--- config.mk ---
export PLATFORM = sky130hd
export DESIGN_NAME = ivc_top
export DESIGN_NICKNAME = d
export VERILOG_FILES = /design/src/verilog/ivc_prio_sel.v /design/src/verilog/ivc_top.v
export VERILOG_INCLUDE_DIRS = /design/src /design/src/verilog
export SDC_FILE = /design/constraint.sdc
export NUM_CORES = 1
export LEC_CHECK = 0
export BUFFER_PORTS_ARGS = -buffer_cell sky130_fd_sc_hd__buf_2
export CORE_MARGIN = 1
export CORE_UTILIZATION = 38
export DETAILED_ROUTE_END_ITERATION = 16
export GPL_TIMING_DRIVEN = 0
export PLACE_DENSITY_LB_ADDON = 0.3
export SLEW_MARGIN = 25
export SYNTH_ARGS = -nofsm -noshare
export SYNTH_HDL_FRONTEND = slang
export SYNTH_SLANG_ARGS = --single-unit
export TNS_END_PERCENT = 50
--- constraint.sdc ---
create_clock -name i_ref_clk -period 11.03 [get_ports i_ref_clk]
set_input_delay 0.5515 -clock i_ref_clk [delete_from_list [all_inputs] [get_ports i_ref_clk]]
set_output_delay 0.5515 -clock i_ref_clk [all_outputs]
set_load 0.01 [all_outputs]
--- src/verilog/ivc_defs.vh ---
// Constants of the interrupt vector controller
`ifndef IVC_DEFS_VH
`define IVC_DEFS_VH

// ==========================================
// Sizes
`define IVC_NUM_SRC        20
`define IVC_POS_W          5
`define IVC_PRIO_W         5
`define IVC_ADDR_W         32

// ==========================================
// Fixed exception vectors and priority codes (offset by 3: code 0 is -3)
`define IVC_VEC_RESET      32'h00000004
`define IVC_VEC_NMI        32'h00000008
`define IVC_VEC_HARDFAULT  32'h0000000C
`define IVC_VEC_SVC        32'h0000002C
`define IVC_VEC_PENDED     32'h00000038
`define IVC_VEC_TICK       32'h0000003C
`define IVC_VEC_PERIPH0    32'h00000040
`define IVC_VEC_STEP       32'h00000004
`define IVC_PRIO_RESET     5'h00
`define IVC_PRIO_NMI       5'h01
`define IVC_PRIO_HARDFAULT 5'h02
`define IVC_PRIO_SVC_RST   5'h03
`define IVC_PRIO_PENDED_RST 5'h04
`define IVC_PRIO_TICK_RST  5'h05
`define IVC_PRIO_PERIPH_RST 5'h06

// ==========================================
// Tick calibration: 32 MHz tick clock, 1 ms period
`define IVC_TICK_CLK_KHZ   32000
`define IVC_TICK_PERIOD_MS 1
`define IVC_TICK_CALIB     24'h007D00

// ==========================================
// Source positions
`define IVC_POS_TIMER_ZERO 5'h00
`define IVC_POS_GPIO       5'h01
`define IVC_POS_PARALLEL   5'h02
`define IVC_POS_RADIO_LINK 5'h04
`define IVC_POS_RADIO_BB   5'h05
`define IVC_POS_SERIAL0    5'h0A
`define IVC_POS_LED        5'h0F
`define IVC_POS_SHARED_EVT 5'h13

`endif

--- src/verilog/ivc_prio_sel.v ---
// Pairwise lowest-priority selector stage
`timescale 1ns/10ps
module ivc_prio_sel (
    // Candidate A
    input  wire       i_a_vld,
    input  wire [4:0] i_a_prio,
    input  wire [5:0] i_a_id,
    // Candidate B
    input  wire       i_b_vld,
    input  wire [4:0] i_b_prio,
    input  wire [5:0] i_b_id,
    // Winner
    output wire       o_vld,
    output wire [4:0] o_prio,
    output wire [5:0] o_id
);
    wire take_b;
    // A wins ties since A always holds the lower id
    assign take_b = i_b_vld & (~i_a_vld | (i_b_prio < i_a_prio));
    assign o_vld  = i_a_vld | i_b_vld;
    assign o_prio = take_b ? i_b_prio : i_a_prio;
    assign o_id   = take_b ? i_b_id : i_a_id;
endmodule

--- src/verilog/ivc_top.v ---
// Interrupt vector controller: request latching, priority select, vector output
`timescale 1ns/10ps
`include "ivc_defs.vh"
// Behaviour
// - Twenty peripheral sources, each with enable bit and status bit.
// - Report tick calibration constant 32000, one millisecond at 32 MHz.
// - Reset, NMI, hard fault fixed at -3,-2,-1; hard fault vector 0xC.
// - Supervisor call has settable priority, default 0, vector 0x2C.
// - Peripherals at positions 0-19, vectors 0x40..0x8C, default priorities 3-22.
// - Position 1 is general-purpose I/O, vector 0x44.
// - Position 2 is passive parallel port, vector 0x48.
// - Positions 4,5 radio link-layer and baseband; link vector 0x50.
// - Position 10 is serial port zero, vector 0x68.
// - Position 15 is LED screen controller, vector 0x7C.
// - Position 19 combines watchdog and low-battery events.
module ivc_top (
    // Clock and reset
    input  wire        i_ref_clk,
    input  wire        i_srst,
    // Peripheral request lines, bit 19 unused (shared line below)
    input  wire [19:0] i_periph_req,
    input  wire        i_watchdog_req,
    input  wire        i_low_battery_req,
    // System exception requests
    input  wire        i_nmi_req,
    input  wire        i_hardfault_req,
    input  wire        i_supervisor_call_req,
    input  wire        i_pended_service_request,
    input  wire        i_system_tick_timer_req,
    // Per-source controls from the core side
    input  wire [19:0] i_enable_set,
    input  wire [19:0] i_enable_clr,
    input  wire [19:0] i_pend_clr,
    input  wire        i_prio_wr,
    input  wire [5:0]  i_prio_wr_id,
    input  wire [4:0]  i_prio_wr_val,
    // Core acknowledge of presented vector
    input  wire        i_ack,
    // Outputs
    output reg  [19:0] o_enable,
    output reg  [19:0] o_pending,
    output reg         o_irq_vld,
    output reg  [31:0] o_vector_addr,
    output reg  [5:0]  o_irq_id,
    output reg  [4:0]  o_irq_prio,
    output reg  [23:0] o_tick_calib
);
    // ==========================================
    // Id space: 0..19 peripherals, 20 svc, 21 pended, 22 tick, 23 nmi, 24 hardfault
    localparam [5:0] ID_SVC    = 6'h14;
    localparam [5:0] ID_PENDED = 6'h15;
    localparam [5:0] ID_TICK   = 6'h16;
    localparam [5:0] ID_NMI    = 6'h17;
    localparam [5:0] ID_HARD   = 6'h18;
    localparam       NCAND     = 32;

    // ==========================================
    // Synchronise request pins
    reg  [19:0] req_s1_ff;
    reg  [19:0] req_s2_ff;
    reg  [1:0]  evt_s1_ff;
    reg  [1:0]  evt_s2_ff;
    reg  [4:0]  sys_s1_ff;
    reg  [4:0]  sys_s2_ff;
    always @(posedge i_ref_clk) begin
        if (i_srst) begin
            req_s1_ff <= 20'h00000;
            req_s2_ff <= 20'h00000;
            evt_s1_ff <= 2'h0;
            evt_s2_ff <= 2'h0;
            sys_s1_ff <= 5'h00;
            sys_s2_ff <= 5'h00;
        end else begin
            req_s1_ff <= i_periph_req;
            req_s2_ff <= req_s1_ff;
            evt_s1_ff <= {i_low_battery_req, i_watchdog_req};
            evt_s2_ff <= evt_s1_ff;
            sys_s1_ff <= {i_hardfault_req, i_nmi_req, i_system_tick_timer_req,
                          i_pended_service_request, i_supervisor_call_req};
            sys_s2_ff <= sys_s1_ff;
        end
    end

    wire [19:0] src_req;
    assign src_req = {evt_s2_ff[0] | evt_s2_ff[1], req_s2_ff[18:0]};

    // ==========================================
    // Ack decode
    wire        ack_fire;
    assign ack_fire = i_ack & o_irq_vld;

    // ==========================================
    // Per-source enable, status and priority
    reg  [4:0]  prio_ff [0:22];
    reg  [2:0]  sys_pend_ff;
    genvar g;
    generate
        for (g = 0; g < 20; g = g + 1) begin : g_src
            localparam integer PRIO_DEF = `IVC_PRIO_PERIPH_RST + g;
            wire ack_me;
            assign ack_me = ack_fire & (o_irq_id == g);
            always @(posedge i_ref_clk) begin
                if (i_srst) begin
                    o_enable[g]  <= 1'b0;
                    o_pending[g] <= 1'b0;
                    prio_ff[g]   <= PRIO_DEF[4:0];
                end else begin
                    // Set wins over clear
                    if (i_enable_set[g])
                        o_enable[g] <= 1'b1;
                    else if (i_enable_clr[g])
                        o_enable[g] <= 1'b0;
                    if (src_req[g])
                        o_pending[g] <= 1'b1;
                    else if (i_pend_clr[g] | ack_me)
                        o_pending[g] <= 1'b0;
                    if (i_prio_wr && i_prio_wr_id == g && i_prio_wr_val > `IVC_PRIO_HARDFAULT)
                        prio_ff[g] <= i_prio_wr_val;
                end
            end
        end
        for (g = 20; g < 23; g = g + 1) begin : g_sys
            localparam integer PRIO_DEF = `IVC_PRIO_SVC_RST + g - 20;
            wire ack_me;
            assign ack_me = ack_fire & (o_irq_id == g);
            always @(posedge i_ref_clk) begin
                if (i_srst) begin
                    sys_pend_ff[g-20] <= 1'b0;
                    prio_ff[g]        <= PRIO_DEF[4:0];
                end else begin
                    if (sys_s2_ff[g-20])
                        sys_pend_ff[g-20] <= 1'b1;
                    else if (ack_me)
                        sys_pend_ff[g-20] <= 1'b0;
                    if (i_prio_wr && i_prio_wr_id == g && i_prio_wr_val > `IVC_PRIO_HARDFAULT)
                        prio_ff[g] <= i_prio_wr_val;
                end
            end
        end
    endgenerate

    reg [1:0] fix_pend_ff;
    always @(posedge i_ref_clk) begin
        if (i_srst) begin
            fix_pend_ff <= 2'h0;
        end else begin
            if (sys_s2_ff[3])
                fix_pend_ff[0] <= 1'b1;
            else if (ack_fire && o_irq_id == ID_NMI)
                fix_pend_ff[0] <= 1'b0;
            if (sys_s2_ff[4])
                fix_pend_ff[1] <= 1'b1;
            else if (ack_fire && o_irq_id == ID_HARD)
                fix_pend_ff[1] <= 1'b0;
        end
    end

    // ==========================================
    // Candidate vector and tournament tree, lower id always on the A side
    wire        c_vld  [0:2*NCAND-2];
    wire [4:0]  c_prio [0:2*NCAND-2];
    wire [5:0]  c_id   [0:2*NCAND-2];
    generate
        for (g = 0; g < NCAND; g = g + 1) begin : g_leaf
            localparam integer LEAF_ID = g;
            if (g < 20) begin : g_p
                assign c_vld[NCAND-1+g] = o_pending[g] & o_enable[g];
                assign c_prio[NCAND-1+g] = prio_ff[g];
            end else if (g < 23) begin : g_s
                assign c_vld[NCAND-1+g] = sys_pend_ff[g-20];
                assign c_prio[NCAND-1+g] = prio_ff[g];
            end else if (g == 23) begin : g_n
                assign c_vld[NCAND-1+g] = fix_pend_ff[0];
                assign c_prio[NCAND-1+g] = `IVC_PRIO_NMI;
            end else if (g == 24) begin : g_h
                assign c_vld[NCAND-1+g] = fix_pend_ff[1];
                assign c_prio[NCAND-1+g] = `IVC_PRIO_HARDFAULT;
            end else begin : g_z
                assign c_vld[NCAND-1+g] = 1'b0;
                assign c_prio[NCAND-1+g] = 5'h1F;
            end
            assign c_id[NCAND-1+g] = LEAF_ID[5:0];
        end
        for (g = 0; g < NCAND-1; g = g + 1) begin : g_node
            ivc_prio_sel u_sel (
                .i_a_vld  (c_vld[2*g+1]),
                .i_a_prio (c_prio[2*g+1]),
                .i_a_id   (c_id[2*g+1]),
                .i_b_vld  (c_vld[2*g+2]),
                .i_b_prio (c_prio[2*g+2]),
                .i_b_id   (c_id[2*g+2]),
                .o_vld    (c_vld[g]),
                .o_prio   (c_prio[g]),
                .o_id     (c_id[g])
            );
        end
    endgenerate

    // ==========================================
    // Vector address of the winner
    reg [31:0] nxt_vec;
    always @* begin
        nxt_vec = `IVC_VEC_PERIPH0 + {26'h0000000, c_id[0]} * `IVC_VEC_STEP;
        case (c_id[0])
            ID_SVC:    nxt_vec = `IVC_VEC_SVC;
            ID_PENDED: nxt_vec = `IVC_VEC_PENDED;
            ID_TICK:   nxt_vec = `IVC_VEC_TICK;
            ID_NMI:    nxt_vec = `IVC_VEC_NMI;
            ID_HARD:   nxt_vec = `IVC_VEC_HARDFAULT;
            default:   nxt_vec = `IVC_VEC_PERIPH0 + {26'h0000000, c_id[0]} * `IVC_VEC_STEP;
        endcase
    end

    // ==========================================
    // Registered outputs; suppressed the cycle after an ack so cleared flags settle
    always @(posedge i_ref_clk) begin
        if (i_srst) begin
            o_irq_vld     <= 1'b0;
            o_vector_addr <= `IVC_VEC_RESET;
            o_irq_id      <= 6'h3F;
            o_irq_prio    <= `IVC_PRIO_RESET;
            o_tick_calib  <= 24'h000000;
        end else begin
            o_irq_vld     <= c_vld[0] & ~ack_fire;
            o_vector_addr <= nxt_vec;
            o_irq_id      <= c_id[0];
            o_irq_prio    <= c_prio[0];
            o_tick_calib  <= `IVC_TICK_CALIB;
        end
    end
endmodule

---- After elaboration in Yosys (flattened, before gate mapping) ----
Memories as Yosys holds them, arrays and structs flattened.
Index checks and enable logic that the tools add are counted.
word-level totals
  bits in registers ....................... 165
  memory bits (writable) .................. 115
  input bits .............................. 102
  output and inout port bits .............. 108
  word-level logic and storage cells ...... 649
  memories ................................ 1
memory list
  memory   words  width  read ports  clocked after Yosys merged registers in  write ports  RTL line      text
  prio_ff  23     5      23          0                                        23           ivc_top.v:94  reg [4:0] prio_ff [0:22];
cells by class
  $add $sub $neg .......................... 1
  order comparisons ....................... 25
  eq/ne operators ......................... 51
  multiplexer cells ....................... 234
  bitwise logic cells ..................... 186
  reduce and logical (&&, ||, !) cells .... 95
operator list
  kind                                                                              number
  5-bit 2-to-1 mux                                                                  47
  1-bit 2-to-1 mux                                                                  173
  6-bit by 5-bit == test with 1-bit output (second input constant)                  21
  5-bit less-than comparator                                                        22
  6-bit by 4-bit == test with 1-bit output (second input constant)                  16
  1-bit OR                                                                          92
  2-bit nonzero test                                                                45
  6-bit 2-to-1 mux                                                                  12
  1-bit AND                                                                         69
  6-bit by 3-bit == test with 1-bit output (second input constant)                  8
  1-bit logical AND                                                                 48
  9-bit case mux with 5 select lines                                                1
  1-bit NOT                                                                         25
  6-bit by 2-bit == test with 1-bit output (second input constant)                  4
  15-bit 2-to-1 mux                                                                 1
  6-bit by 1-bit == test with 1-bit output (second input constant)                  2
  6-bit logical NOT                                                                 2
  7-bit by 8-bit adder with 9-bit output (first input constant)                     1
  5-bit by 2-bit greater-than comparator with 1-bit output (second input constant)  1
  1-bit by 5-bit less-than comparator with 1-bit output (first input constant)      1
  2-bit by 5-bit less-than comparator with 1-bit output (first input constant)      1

---- Logic depth before layout (Yosys ltp) ----
Gate-level depths: netlist of the first run.
  depth in word-level cells ............... 23
  depth in mapped cells ................... 44

---- Hierarchy ----
A second synthesis of the first run with hierarchy kept.
unflattened totals
  cell total of the unflattened synthesis .. 1723
  area total of the unflattened synthesis .. 18442.7 µm²
by module, submodules not included
  module        instances  cells an instance  area each (µm²)  seq. area each (µm²)
  ivc_prio_sel  31         29                 304.0            0.0
  ivc_top       1          824                9017.4           5795.6

---- Worst setup path after synthesis of the first run ----
OpenSTA, ideal clock, no wires.
  path type ............................... flip-flop to flip-flop
  from .................................... mem prio_ff[15][1] (netlist: prio_ff[1][36])
  to ...................................... reg o_irq_id[3]
  library setup time ...................... 0.120 ns
  arrival ................................. 7.910 ns
  data required time ...................... 10.910 ns
  setup slack ............................. 3.000 ns
  cell stages (with the launch flop) ...... 38
  buffers on the path ..................... 2
  clock period less this slack ............ 8.030 ns
  path through ............................ edfxtp_1 > ha_1 > a21o_1 > a21o_1 > a21oi_1 > o21bai_1 > mux2i_1 > inv_1 > ha_1 > a21o_1 > a21o_1 > a21oi_1 > o21bai_1 > or2_2 > clkbuf_1 > mux2i_1 > ha_1 > a21o_1 > [... 2 more ...] > nand3b_1 > o31ai_2 > mux2i_1 > inv_1 > ha_1 > a21oi_1 > o21ai_0 > a41oi_4 > mux2_2 > ha_1 > a21o_1 > a21o_1 > a21o_1 > a41oi_1 > nor2_1 > a21o_4 > buf_6 > a211o_2
RTL lines
  what                  RTL line       text
  start, declared       ivc_top.v:94
  end signal, assigned  ivc_top.v:226  o_irq_id <= c_id[0];
  end, declared         ivc_top.v:44   output reg [5:0] o_irq_id,

==> results by group, run 1 <==
Status
  • Run status: completed

Floorplanning
  • Die W: 190 µm
  • Row count: 68
  • Die height: 190 µm
  • Die ar.: 36200 µm²
  • I/O pins: 210
  • Starting Density: 0.388
  • Core area: 34700 µm²

Clock tree
  • Root Driver: clkbuf_16
  • Hold Buf Count CTS: 0
  • Post-CTS setup-driven buffer insertion count: 0
  • Post_cts resized: 0
  • H-tree depth: 1
  • Skew-Pair Late Insertion Delay: 0.54 ns
  • TritonCTS Buffers: 26
  • Longest Clk Path Bufs: 3
  • Clk sink count: 231
  • CTS tree: built
  • Reg clk slew, reported paths: 0.06 ns

Job
  • Max-cap violations: 0

Timing
  • Pins Over Slew Limit: 0
  • Setup tns final: 0 ns
  • Tmin final: 10.01 ns
  • Worst slew margin: 0.312
  • Fmax achieved: 99.9 MHz
  • Final setup violation count: 0
  • Measured slew at the worst slew-check pin: 1.03 ns
  • RSZ-0062 raised after global routing: no
  • Skew final: 0.0126 ns
  • Tcrit/Tclk final: 0.908
  • Final hold viol count: 0

Finish
  • Area occupied by multi-input gates: 6830 µm²
  • Area delta synth->final: 18.1%
  • Final layout net count: 1917
  • Number of fill cells: 3470
  • Layout cells sized above 1: 0.184
  • Register area: 5780 µm²

GRT
  • Vias in the first global route: 10550
  • First-pass GRT wire length: 59300 µm
  • Total track usage: 0.214
  • GRT overflow: 0
  • Largest net degree at the start of global routing: 14
  • Initial antenna violation count: 2

Setup path
  • WP data required: 11.39 ns
  • Critical Path Fanout Max: 10
  • Critical path arrival: 10.37 ns
  • Slowest CP cell: o31ai_2
  • Critical path class: reg2reg
  • CP dominant cell by count: a21o_1
  • Crit-path max cell delay: 0.67 ns
  • Crit start category: flip-flop
  • Critical path endpoint category: flip-flop

Synthesis
  • XOR/XNOR Fraction of Synth Area: 0.00130
  • Post-synthesis async set-or-reset flop share: 0
  • Compound-Gate Fraction of Synth Area: 0.174
  • Synth Cell Area: 13500 µm²
  • Post-synthesis cell count: 1496
  • Synth Flop Type: dfxtp_1
  • Synth Area in Adders: 0.0780
  • Syn avg cell area: 9.01 µm²
  • Post-synth EDFFs: 115
  • Synth unique cells: 97
  • Sequential fraction of the synthesis area: 0.429
  • Post-Synth Simple-Gate Area: 0.196
  • Post-synthesis mux area share: 0.0453
  • Largest family of logic cells by synthesized area: simple AND/OR/NAND/NOR gates
  • Number of synthesized register bits: 231
  • Synthesis Warnings: 0

Power and ir drop
  • Peak VDD IR: 104 µV
  • Static leakage: 7.01 nW
  • Total power draw: 0.00231 W
  • Pwr dens: 145 nW/µm²

Drt
  • Initial DRT Pass Iterations: 5
  • Via Count: 11546
  • Via density: 5.23
  • Iter 0 DRT Violations: 693
  • Antenna viol nets, final: 0
  • WL per Instance: 18.0 µm
  • DRC: 0
  • Final WL: 39700 µm

Worst hold path
  • Hold crit path type: in2reg

Place
  • Gpl congestion: 0.922
  • Dpl hpwl: 31700 µm
  • Port bufs: 164
==> power breakdown <==
group	switching [W]	leakage (nW)	internal [W]	total (W)
Combinational	0.000258	4.49	0.000167	0.000425
Sequential	0.0000363	2.08	0.000953	0.000989
Clock	0.000359	0.435	0.000532	0.000891
==> cell type report <==
| type | instances | share of cell area |
|---|---|---|
| Inverter | 124 | 0.0292 |
| Multi-Input combinational cell | 1092 | 0.429 |
| Timing Repair Buffer | 164 | 0.0516 |
| Clock buffer | 41 | 0.0511 |
| Antenna cell | 1 | 0.000157 |
| Sequential cell | 231 | 0.363 |
| Tap cell | 455 | 0.0358 |
| Buffer | 92 | 0.0353 |
| Clock inverter | 7 | 0.00448 |
==> sequential cells by signal, summed over array words and instances (netlist names) <==
| signal | flops |
|---|---|
| c_vld | 3 |
| evt_s1_ff | 2 |
| evt_s2_ff | 2 |
| fix_pend_ff | 2 |
| o_enable | 20 |
| o_irq_id | 6 |
| o_irq_prio | 5 |
| o_irq_vld | 1 |
| o_pending | 20 |
| o_tick_calib | 1 |
| o_vector_addr | 6 |
| prio_ff | 115 |
| req_s1_ff | 19 |
| req_s2_ff | 19 |
| sys_s1_ff | 5 |
| sys_s2_ff | 5 |
==> cells in the final DEF (no fill, tap or decap), types with 48 or more instances in the layout <==
cell type,instances
a21oi_1,111
buf_2,165
buf_4,51
dfxtp_1,116
edfxtp_1,115
ha_1,84
inv_1,124
nand2_1,169
nor2_1,186
nor2b_1,69
o21ai_0,48
==> metrics by stage <==
step | hold slack [ns] | cell area (µm²) | std cells | utilization | setup WS, ns
2_1_floorplan | 0.413 | 13600 | 1539 | - | 3.00
3_3_place_gp | 0.415 | 15000 | 2158 | 0.433 | 1.37
3_5_place_dp | 0.420 | 15000 | 2158 | 0.433 | 1.22
4_1_cts | 0.113 | 15900 | 2206 | 0.458 | 1.21
5_1_grt | 0.122 | 15900 | 2206 | 0.458 | 0.422
6_report | 0.131 | 15900 | 2207 | 0.458 | 1.02
==> synth_stat cells, types with 15 or more instances <==
| cell type | number | area [µm²] |
|---|---|---|
| dfxtp_1 | 116 | 2320 |
| o21ai_0 | 48 | 240 |
| mux2i_1 | 34 | 340 |
| a31oi_1 | 28 | 175 |
| mux2_2 | 20 | 225 |
| inv_1 | 124 | 465 |
| a21oi_1 | 111 | 556 |
| ha_1 | 84 | 1050 |
| buf_4 | 51 | 383 |
| edfxtp_1 | 115 | 3450 |
| nand3_1 | 23 | 115 |
| a21o_1 | 31 | 233 |
| nor2b_1 | 69 | 432 |
| nand2_1 | 169 | 634 |
| nor3_1 | 15 | 75.1 |
| clkbuf_1 | 35 | 131 |
| and2_1 | 25 | 156 |
| nor2_1 | 186 | 698 |
==> per-layer routing <==
metal | part of all wire | vias up | track usage
li1 | - | 5641 | -
met2 | 0.45 | 457 | 0.342
met1 | 0.43 | 5352 | 0.278
met4 | 0.038 | 2 | 0.0877
met3 | 0.085 | 94 | 0.0490
met5 | 0.00030 | - | 0
==> logic make-up (layout without fill, tap and decap cells) <==
kind of cell / after synthesis / after routing
compound gates: 342 / 342
flops: 231 / 231
simple gates: 563 / 563
fa+ha+maj: 84 / 84
buf+inv: 216 / 428
other cells: 1 / 45
mux: 57 / 57
xor+xnor: 2 / 2
==> path summary, 6_finish.rpt <==
| kind | startpoint | endpoint | slack, ns | cells after the start |
|---|---|---|---|---|
| max | prio_ff[1][36] | o_irq_id[1] | 1.02 | 37 |
| min | i_srst | o_irq_id[5] | 0.13 | 1 |
| max reg2reg | prio_ff[1][36] | o_irq_id[1] | 1.02 | 37 |
| min reg2reg | sys_s1_ff[3] | sys_s2_ff[3] | 0.43 | 1 |
==> critical path, delay by kind of cell, from the launching register on <==
| family | cells | cell delay [ns] |
|---|---|---|
| AOI/OAI and AO/OA | 21 | 5.14 |
| adders and majority gates | 5 | 1.62 |
| muxes | 4 | 1.48 |
| and+or+nand+nor | 3 | 0.61 |
| buffers and inverters | 4 | 0.57 |
| DFF | 1 | 0.39 |
Power figures use the tool's default switching activity.
==> inputs of run 2 (changes only) <==
==> constraint.sdc (replaced) <==
create_clock -name i_ref_clk -period 8.2 [get_ports i_ref_clk]
set_input_delay 1.64 -clock i_ref_clk [delete_from_list [all_inputs] [get_ports i_ref_clk]]
set_output_delay 1.64 -clock i_ref_clk [all_outputs]
set_load 0.01 [all_outputs]
==> run 2 against run 1 <==
Non-clock buffer count grew 68. Combinational power grew 64%. Global-route usage rose by 0.49 points. Critical path type unchanged. Largest power group unchanged. Final area rose by 7.2%. Largest cell class unchanged. Critical path depth rose by 1. Worst hold slack gained 0.30 ns. Count of clock-buffer cells in the layout stayed put. Via count up 3.5%. Sequential cell count is the same. Sequential share of layout area down 2.4 points. Sequential power grew 34%. Die area unchanged.
==> results by group, run 2 (synthesis results as in run 1) <==
GRT
  • Vias in the first global route: 10819
  • Total track usage: 0.219
  • Initial antenna violation count: 1
  • First-pass GRT wire length: 60800 µm
  • GRT overflow: 0
  • Largest net degree at the start of global routing: 14

Place
  • Dpl cell area: 15000 µm²
  • Port bufs: 164
  • Dpl hpwl: 31700 µm
  • Post-Place Worst Slack: -1.61 ns
  • Gpl congestion: 0.922

Setup path
  • Crit path to: o_irq_id[3]
  • Critical path class: reg2reg
  • Critical R2R Capture: o_irq_id[3]
  • WP data required: 8.62 ns
  • R2r startpoint: prio_ff[0][38]
  • Internal reg-to-reg setup slack: 0.1 ns
  • Slowest CP cell: edfxtp_1
  • Reg2Reg Depth: 38
  • Critical path endpoint category: flip-flop
  • Critical Path Fanout Max: 10
  • Crit-path max cell delay: 0.47 ns
  • Crit start category: flip-flop
  • CP dominant cell by count: a21o_1
  • Critical path arrival: 8.52 ns
  • Worst setup startpoint: prio_ff[0][38]

Finish
  • Biggest register: prio_ff
  • Largest regs: prio_ff (115), o_enable (20), o_pending (20)
  • Layout cells sized above 1: 0.261
  • Most frequent standard cell in the layout excluding fill and tap cells: nor2_1
  • Final layout net count: 1985
  • Area occupied by multi-input gates: 7430 µm²
  • Post-route cell area: 17100 µm²
  • Number of fill cells: 3335
  • Largest register FFs: 115
  • Area delta synth->final: 26.6%
  • Register area: 5780 µm²
  • Most frequent cells in the layout: 181 x nor2_1, 169 x nand2_1, 164 x buf_2, 120 x inv_1, 119 x buf_4

Timing
  • Tmin final: 8.10 ns
  • Measured slew at the worst slew-check pin: 1.05 ns
  • Skew final: 0.0141 ns
  • Final worst setup slack: 0.0976 ns
  • Pins Over Slew Limit: 0
  • Tcrit/Tclk final: 0.988
  • Final hold viol count: 0
  • RSZ-0062 raised after global routing: yes
  • Final setup violation count: 0
  • Fmax achieved: 123 MHz
  • Worst slew margin: 0.299

Drt
  • Final WL: 41500 µm
  • Via Count: 11952
  • Via density: 5.25
  • DRC: 0
  • Iter 0 DRT Violations: 750
  • WL per Instance: 18.2 µm
  • Initial DRT Pass Iterations: 5
  • Antenna viol nets, final: 0

Clock tree
  • Longest Clk Path Bufs: 3
  • Skew-Pair Late Insertion Delay: 0.54 ns
  • CTS tree: built
  • Reg clk slew, reported paths: 0.06 ns
  • TritonCTS Buffers: 26
  • Root Driver: clkbuf_16
  • Clk sink count: 231
  • H-tree depth: 1

Power and ir drop
  • Total power draw: 0.00323 W
  • Static leakage: 7.42 nW
  • Pwr dens: 189 nW/µm²
  • Peak VDD IR: 150 µV

Floorplanning
  • I/O pins: 210
  • Die W: 190 µm
  • Row count: 68
  • Starting Density: 0.388
  • Core area: 34700 µm²
  • Die ar.: 36200 µm²
  • Die height: 190 µm

Job
  • Max-cap violations: 0

Worst hold path
  • Hold crit path type: reg2reg

Status
  • Run status: completed
==> run 2: layout make-up <==
type                       instances  area share
clock buffer                      41      0.0477
antenna                            1    0.000147
multi-input combinational       1092       0.436
inverter                         124      0.0273
tap                              455      0.0334
sequential                       231       0.339
clock inverter                     7     0.00418
timing repair buffer             234      0.0794
buffer                            90      0.0337
==> run 2: power by group <==
part	internal, W	switching, W
Combinational	0.000298	0.000398
Sequential	0.00128	0.0000506
Clock	0.000716	0.000487
==> run 2: stage by stage <==
stage | hold slack, ns | setup TNS [ns] | instances | utilization
2_1_floorplan | 0.413 | 0 | 1539 | -
3_3_place_gp | 0.415 | -18.00 | 2158 | 0.433
3_5_place_dp | 0.420 | -20.22 | 2158 | 0.433
4_1_cts | 0.432 | 0 | 2240 | 0.472
5_1_grt | 0.451 | -2.00 | 2275 | 0.491
6_report | 0.430 | 0 | 2275 | 0.491
==> run 2: repair_timing <==
item,in CTS,in global routing
setup buffers,36,34
resized for setup,46,81
gates cloned,0,0
setup endpoints to repair,16,16
hold buffers,0,0
pin swaps,18,41
==> run 2: metal layers <==
| metal | part of all wire | GRT usage | routed length (µm) |
|---|---|---|---|
| met1 | 0.43 | 0.289 | 17800 |
| met2 | 0.46 | 0.357 | 19000 |
| met3 | 0.076 | 0.0342 | 3140 |
| met4 | 0.038 | 0.0880 | 1570 |
| met5 | 0 | 0 | 0 |
==> run 2: how the worst min path moves through the flow <==
stage                     slack (ns)       endpoint  cells past startpoint           from
final                           0.43   sys_s2_ff[3]                      1   sys_s1_ff[3]
after floorplan                 0.41      c_vld[10]                      2   sys_s2_ff[1]
after detailed placement        0.42   sys_s2_ff[4]                      1   sys_s1_ff[4]
after CTS                       0.43   evt_s2_ff[0]                      1   evt_s1_ff[0]
after global placement          0.42  o_pending[10]                      2  req_s2_ff[10]
after global routing            0.45  o_pending[14]                      2  req_s2_ff[14]
==> run 2: worst max-delay path: cells and delay by family, from the launching register on <==
family | cells | cell delay, ns
adder cells (fa/ha/maj) | 5 | 1.50
multiplexers | 1 | 0.32
flip-flops | 1 | 0.47
buffers and inverters | 7 | 0.86
AND/OR/NAND/NOR | 5 | 0.49
AO/OA/AOI/OAI | 20 | 4.29
==> inputs of run 3 (changes only) <==
--- a/config.mk
+++ b/config.mk
@@ -7,11 +7,15 @@
 export NUM_CORES = 1
 export LEC_CHECK = 0
 export BUFFER_PORTS_ARGS = -buffer_cell sky130_fd_sc_hd__buf_2
+export CELL_PAD_IN_SITES_DETAIL_PLACEMENT = 2
+export CELL_PAD_IN_SITES_GLOBAL_PLACEMENT = 2
 export CORE_MARGIN = 1
-export CORE_UTILIZATION = 38
+export CORE_UTILIZATION = 32
 export DETAILED_ROUTE_END_ITERATION = 16
 export GPL_TIMING_DRIVEN = 0
+export HOLD_SLACK_MARGIN = 0.1
 export PLACE_DENSITY_LB_ADDON = 0.3
+export SETUP_SLACK_MARGIN = 0.3
 export SLEW_MARGIN = 25
 export SYNTH_ARGS = -nofsm -noshare
 export SYNTH_HDL_FRONTEND = slang
==> run 3 against run 2 <==
The flow now finishes with violations (negative setup slack). Sequential cell count is the same. Final area grew 2.3%. Power hardly changed. Critical path depth grew 5. Register-to-register slack worse by 0.27 ns. Die area grew 19%. Clock skew fell by 0.0022 ns. Count of clock-buffer cells in the layout down 3. Critical endpoint unchanged. Largest power group unchanged.
==> results by group, run 3 (synthesis results as in run 1) <==
Status
  • Run status: finished with violations
  • Failing checks: negative setup slack

Setup path
  • CP dominant cell by count: a21o_1
  • Crit-path max cell delay: 0.41 ns
  • Critical path arrival: 8.80 ns
  • WP data required: 8.62 ns
  • Critical Path Fanout Max: 8
  • Crit start category: flip-flop
  • Critical path endpoint category: flip-flop
  • Critical path class: reg2reg
  • Slowest CP cell: edfxtp_1

Clock tree
  • Skew-Pair Late Insertion Delay: 0.55 ns
  • Longest Clk Path Bufs: 3
  • Hold Buf Count CTS: 0
  • H-tree depth: 1
  • TritonCTS Buffers: 26
  • CTS tree: built
  • Reg clk slew, reported paths: 0.06 ns
  • Root Driver: clkbuf_16
  • Clk sink count: 231

Timing
  • Tcrit/Tclk final: 1.02
  • RSZ-0062 raised after global routing: yes
  • Fmax achieved: 119 MHz
  • Measured slew at the worst slew-check pin: 0.988 ns
  • Final hold viol count: 0
  • Final worst setup slack: -0.176 ns
  • Worst slew margin: 0.342
  • Tmin final: 8.38 ns
  • Skew final: 0.0120 ns
  • Pins Over Slew Limit: 0
  • Final setup violation count: 14

Floorplanning
  • Die W: 207 µm
  • I/O pins: 210
  • Core area: 41200 µm²
  • Starting Density: 0.327
  • Die ar.: 42900 µm²
  • Die height: 207 µm
  • Row count: 74

Power and ir drop
  • Static leakage: 7.53 nW
  • Peak VDD IR: 130 µV
  • Pwr dens: 185 nW/µm²

Finish
  • Most frequent standard cell in the layout excluding fill and tap cells: nor2_1
  • Area delta synth->final: 29.5%
  • Layout cells sized above 1: 0.276
  • Number of fill cells: 4510
  • Biggest register: prio_ff
  • Final cell count without fillers: 2374
  • Fin util: 0.423
  • Final layout net count: 2007
  • Register area: 5780 µm²
  • Largest regs: prio_ff (115), o_enable (20), o_pending (20)
  • Most frequent cells in the layout: 177 x nor2_1, 167 x nand2_1, 164 x buf_2, 136 x buf_4, 119 x inv_1
  • Area occupied by multi-input gates: 7630 µm²
  • Largest register FFs: 115

Place
  • Port bufs: 164
  • Dpl hpwl: 42000 µm
  • Gpl congestion: 0.855
  • DP Cell Count: 2235

GRT
  • Total track usage: 0.245
  • GRT overflow: 0
  • Vias in the first global route: 13586
  • Initial antenna violation count: 7
  • First-pass GRT wire length: 80800 µm
  • Largest net degree at the start of global routing: 14

Drt
  • Antenna viol nets, final: 0
  • Final WL: 56100 µm
  • Initial DRT Pass Iterations: 5
  • Via density: 5.31
  • Via Count: 12602
  • Iter 0 DRT Violations: 582
  • WL per Instance: 23.6 µm
  • DRC: 0

Worst hold path
  • Hold crit path type: reg2reg

Job
  • Max-cap violations: 0
## run 3: changes by cell type in the layout (fill, tap and decap cells not counted), moves of 4 or more
cell,previous run,this run
o21ai_0,39,35
buf_4,119,136
a21oi_2,24,20
a21oi_4,8,13
o21ai_2,6,11
nor2_2,5,9
nor2_1,181,177
## run 3: area by class of cell
class                           instances  area share
Timing Repair Buffer                  254      0.0874
Multi-Input combinational cell       1092       0.437
Buffer                                 92      0.0339
Sequential cell                       231       0.331
Clock inverter                          9     0.00301
Inverter                              124      0.0267
Clock buffer                           38      0.0422
Antenna cell                            2    0.000287
Tap cell                              532      0.0382
## run 3: stage by stage
stage / cell area, µm² / setup WS [ns] / hold slack [ns] / power [W] / setup TNS, ns
floorplan: 13600 / 0.314 / 0.413 / 0.00173 / 0
global placement: 15100 / -1.51 / 0.418 / 0.00193 / -19.89
detailed placement: 15100 / -1.94 / 0.427 / 0.00196 / -25.91
CTS: 16800 / 0.0329 / 0.441 / 0.00315 / 0
global route: 17400 / -0.448 / 0.457 / 0.00335 / -5.79
finish: 17400 / -0.176 / 0.435 / 0.00323 / -1.65
## run 3: worst max-delay path: cells and delay by family, from the launching register on
family | cells | cell delay (ns)
DFF | 1 | 0.41
AOI/OAI and AO/OA | 23 | 4.28
adders and majority gates | 5 | 1.23
and+or+nand+nor | 3 | 0.52
buffers and inverters | 9 | 1.02
muxes | 3 | 0.78
## run 3: timing repair
action / CTS / global route
setup buffers: 53 / 36
pin swaps: 34 / 59
setup endpoints to repair: 16 / 16
cloned: 0 / 1
endpoints found under the hold margin: 0 / 0
gates resized for setup: 82 / 84
## run 3: final timing paths
check | start | end | slack, ns | depth (start not counted)
worst max-delay path | prio_ff[1][31] | o_irq_id[3] | -0.18 | 43
worst min-delay path | evt_s1_ff[0] | evt_s2_ff[0] | 0.44 | 1
worst max register to register | prio_ff[1][31] | o_irq_id[3] | -0.18 | 43
worst min register to register | evt_s1_ff[0] | evt_s2_ff[0] | 0.44 | 1
## run 3: routing by layer
layer  share of wire  up-vias  track usage  wire length [µm]
met3           0.055      117       0.0395              3110
met5         0.00069        -            0                39
li1                -     5810            -                 -
met2            0.49      385        0.433             27700
met1            0.41     6284        0.301             23200
met4           0.037        6       0.0847              2050
## run 3: power breakdown
group          switching (W)  leakage (nW)  internal [W]  total (W)
Combinational       0.000457          5.06      0.000321   0.000778
Clock               0.000492         0.385      0.000622    0.00111
Sequential         0.0000587          2.08       0.00128    0.00134
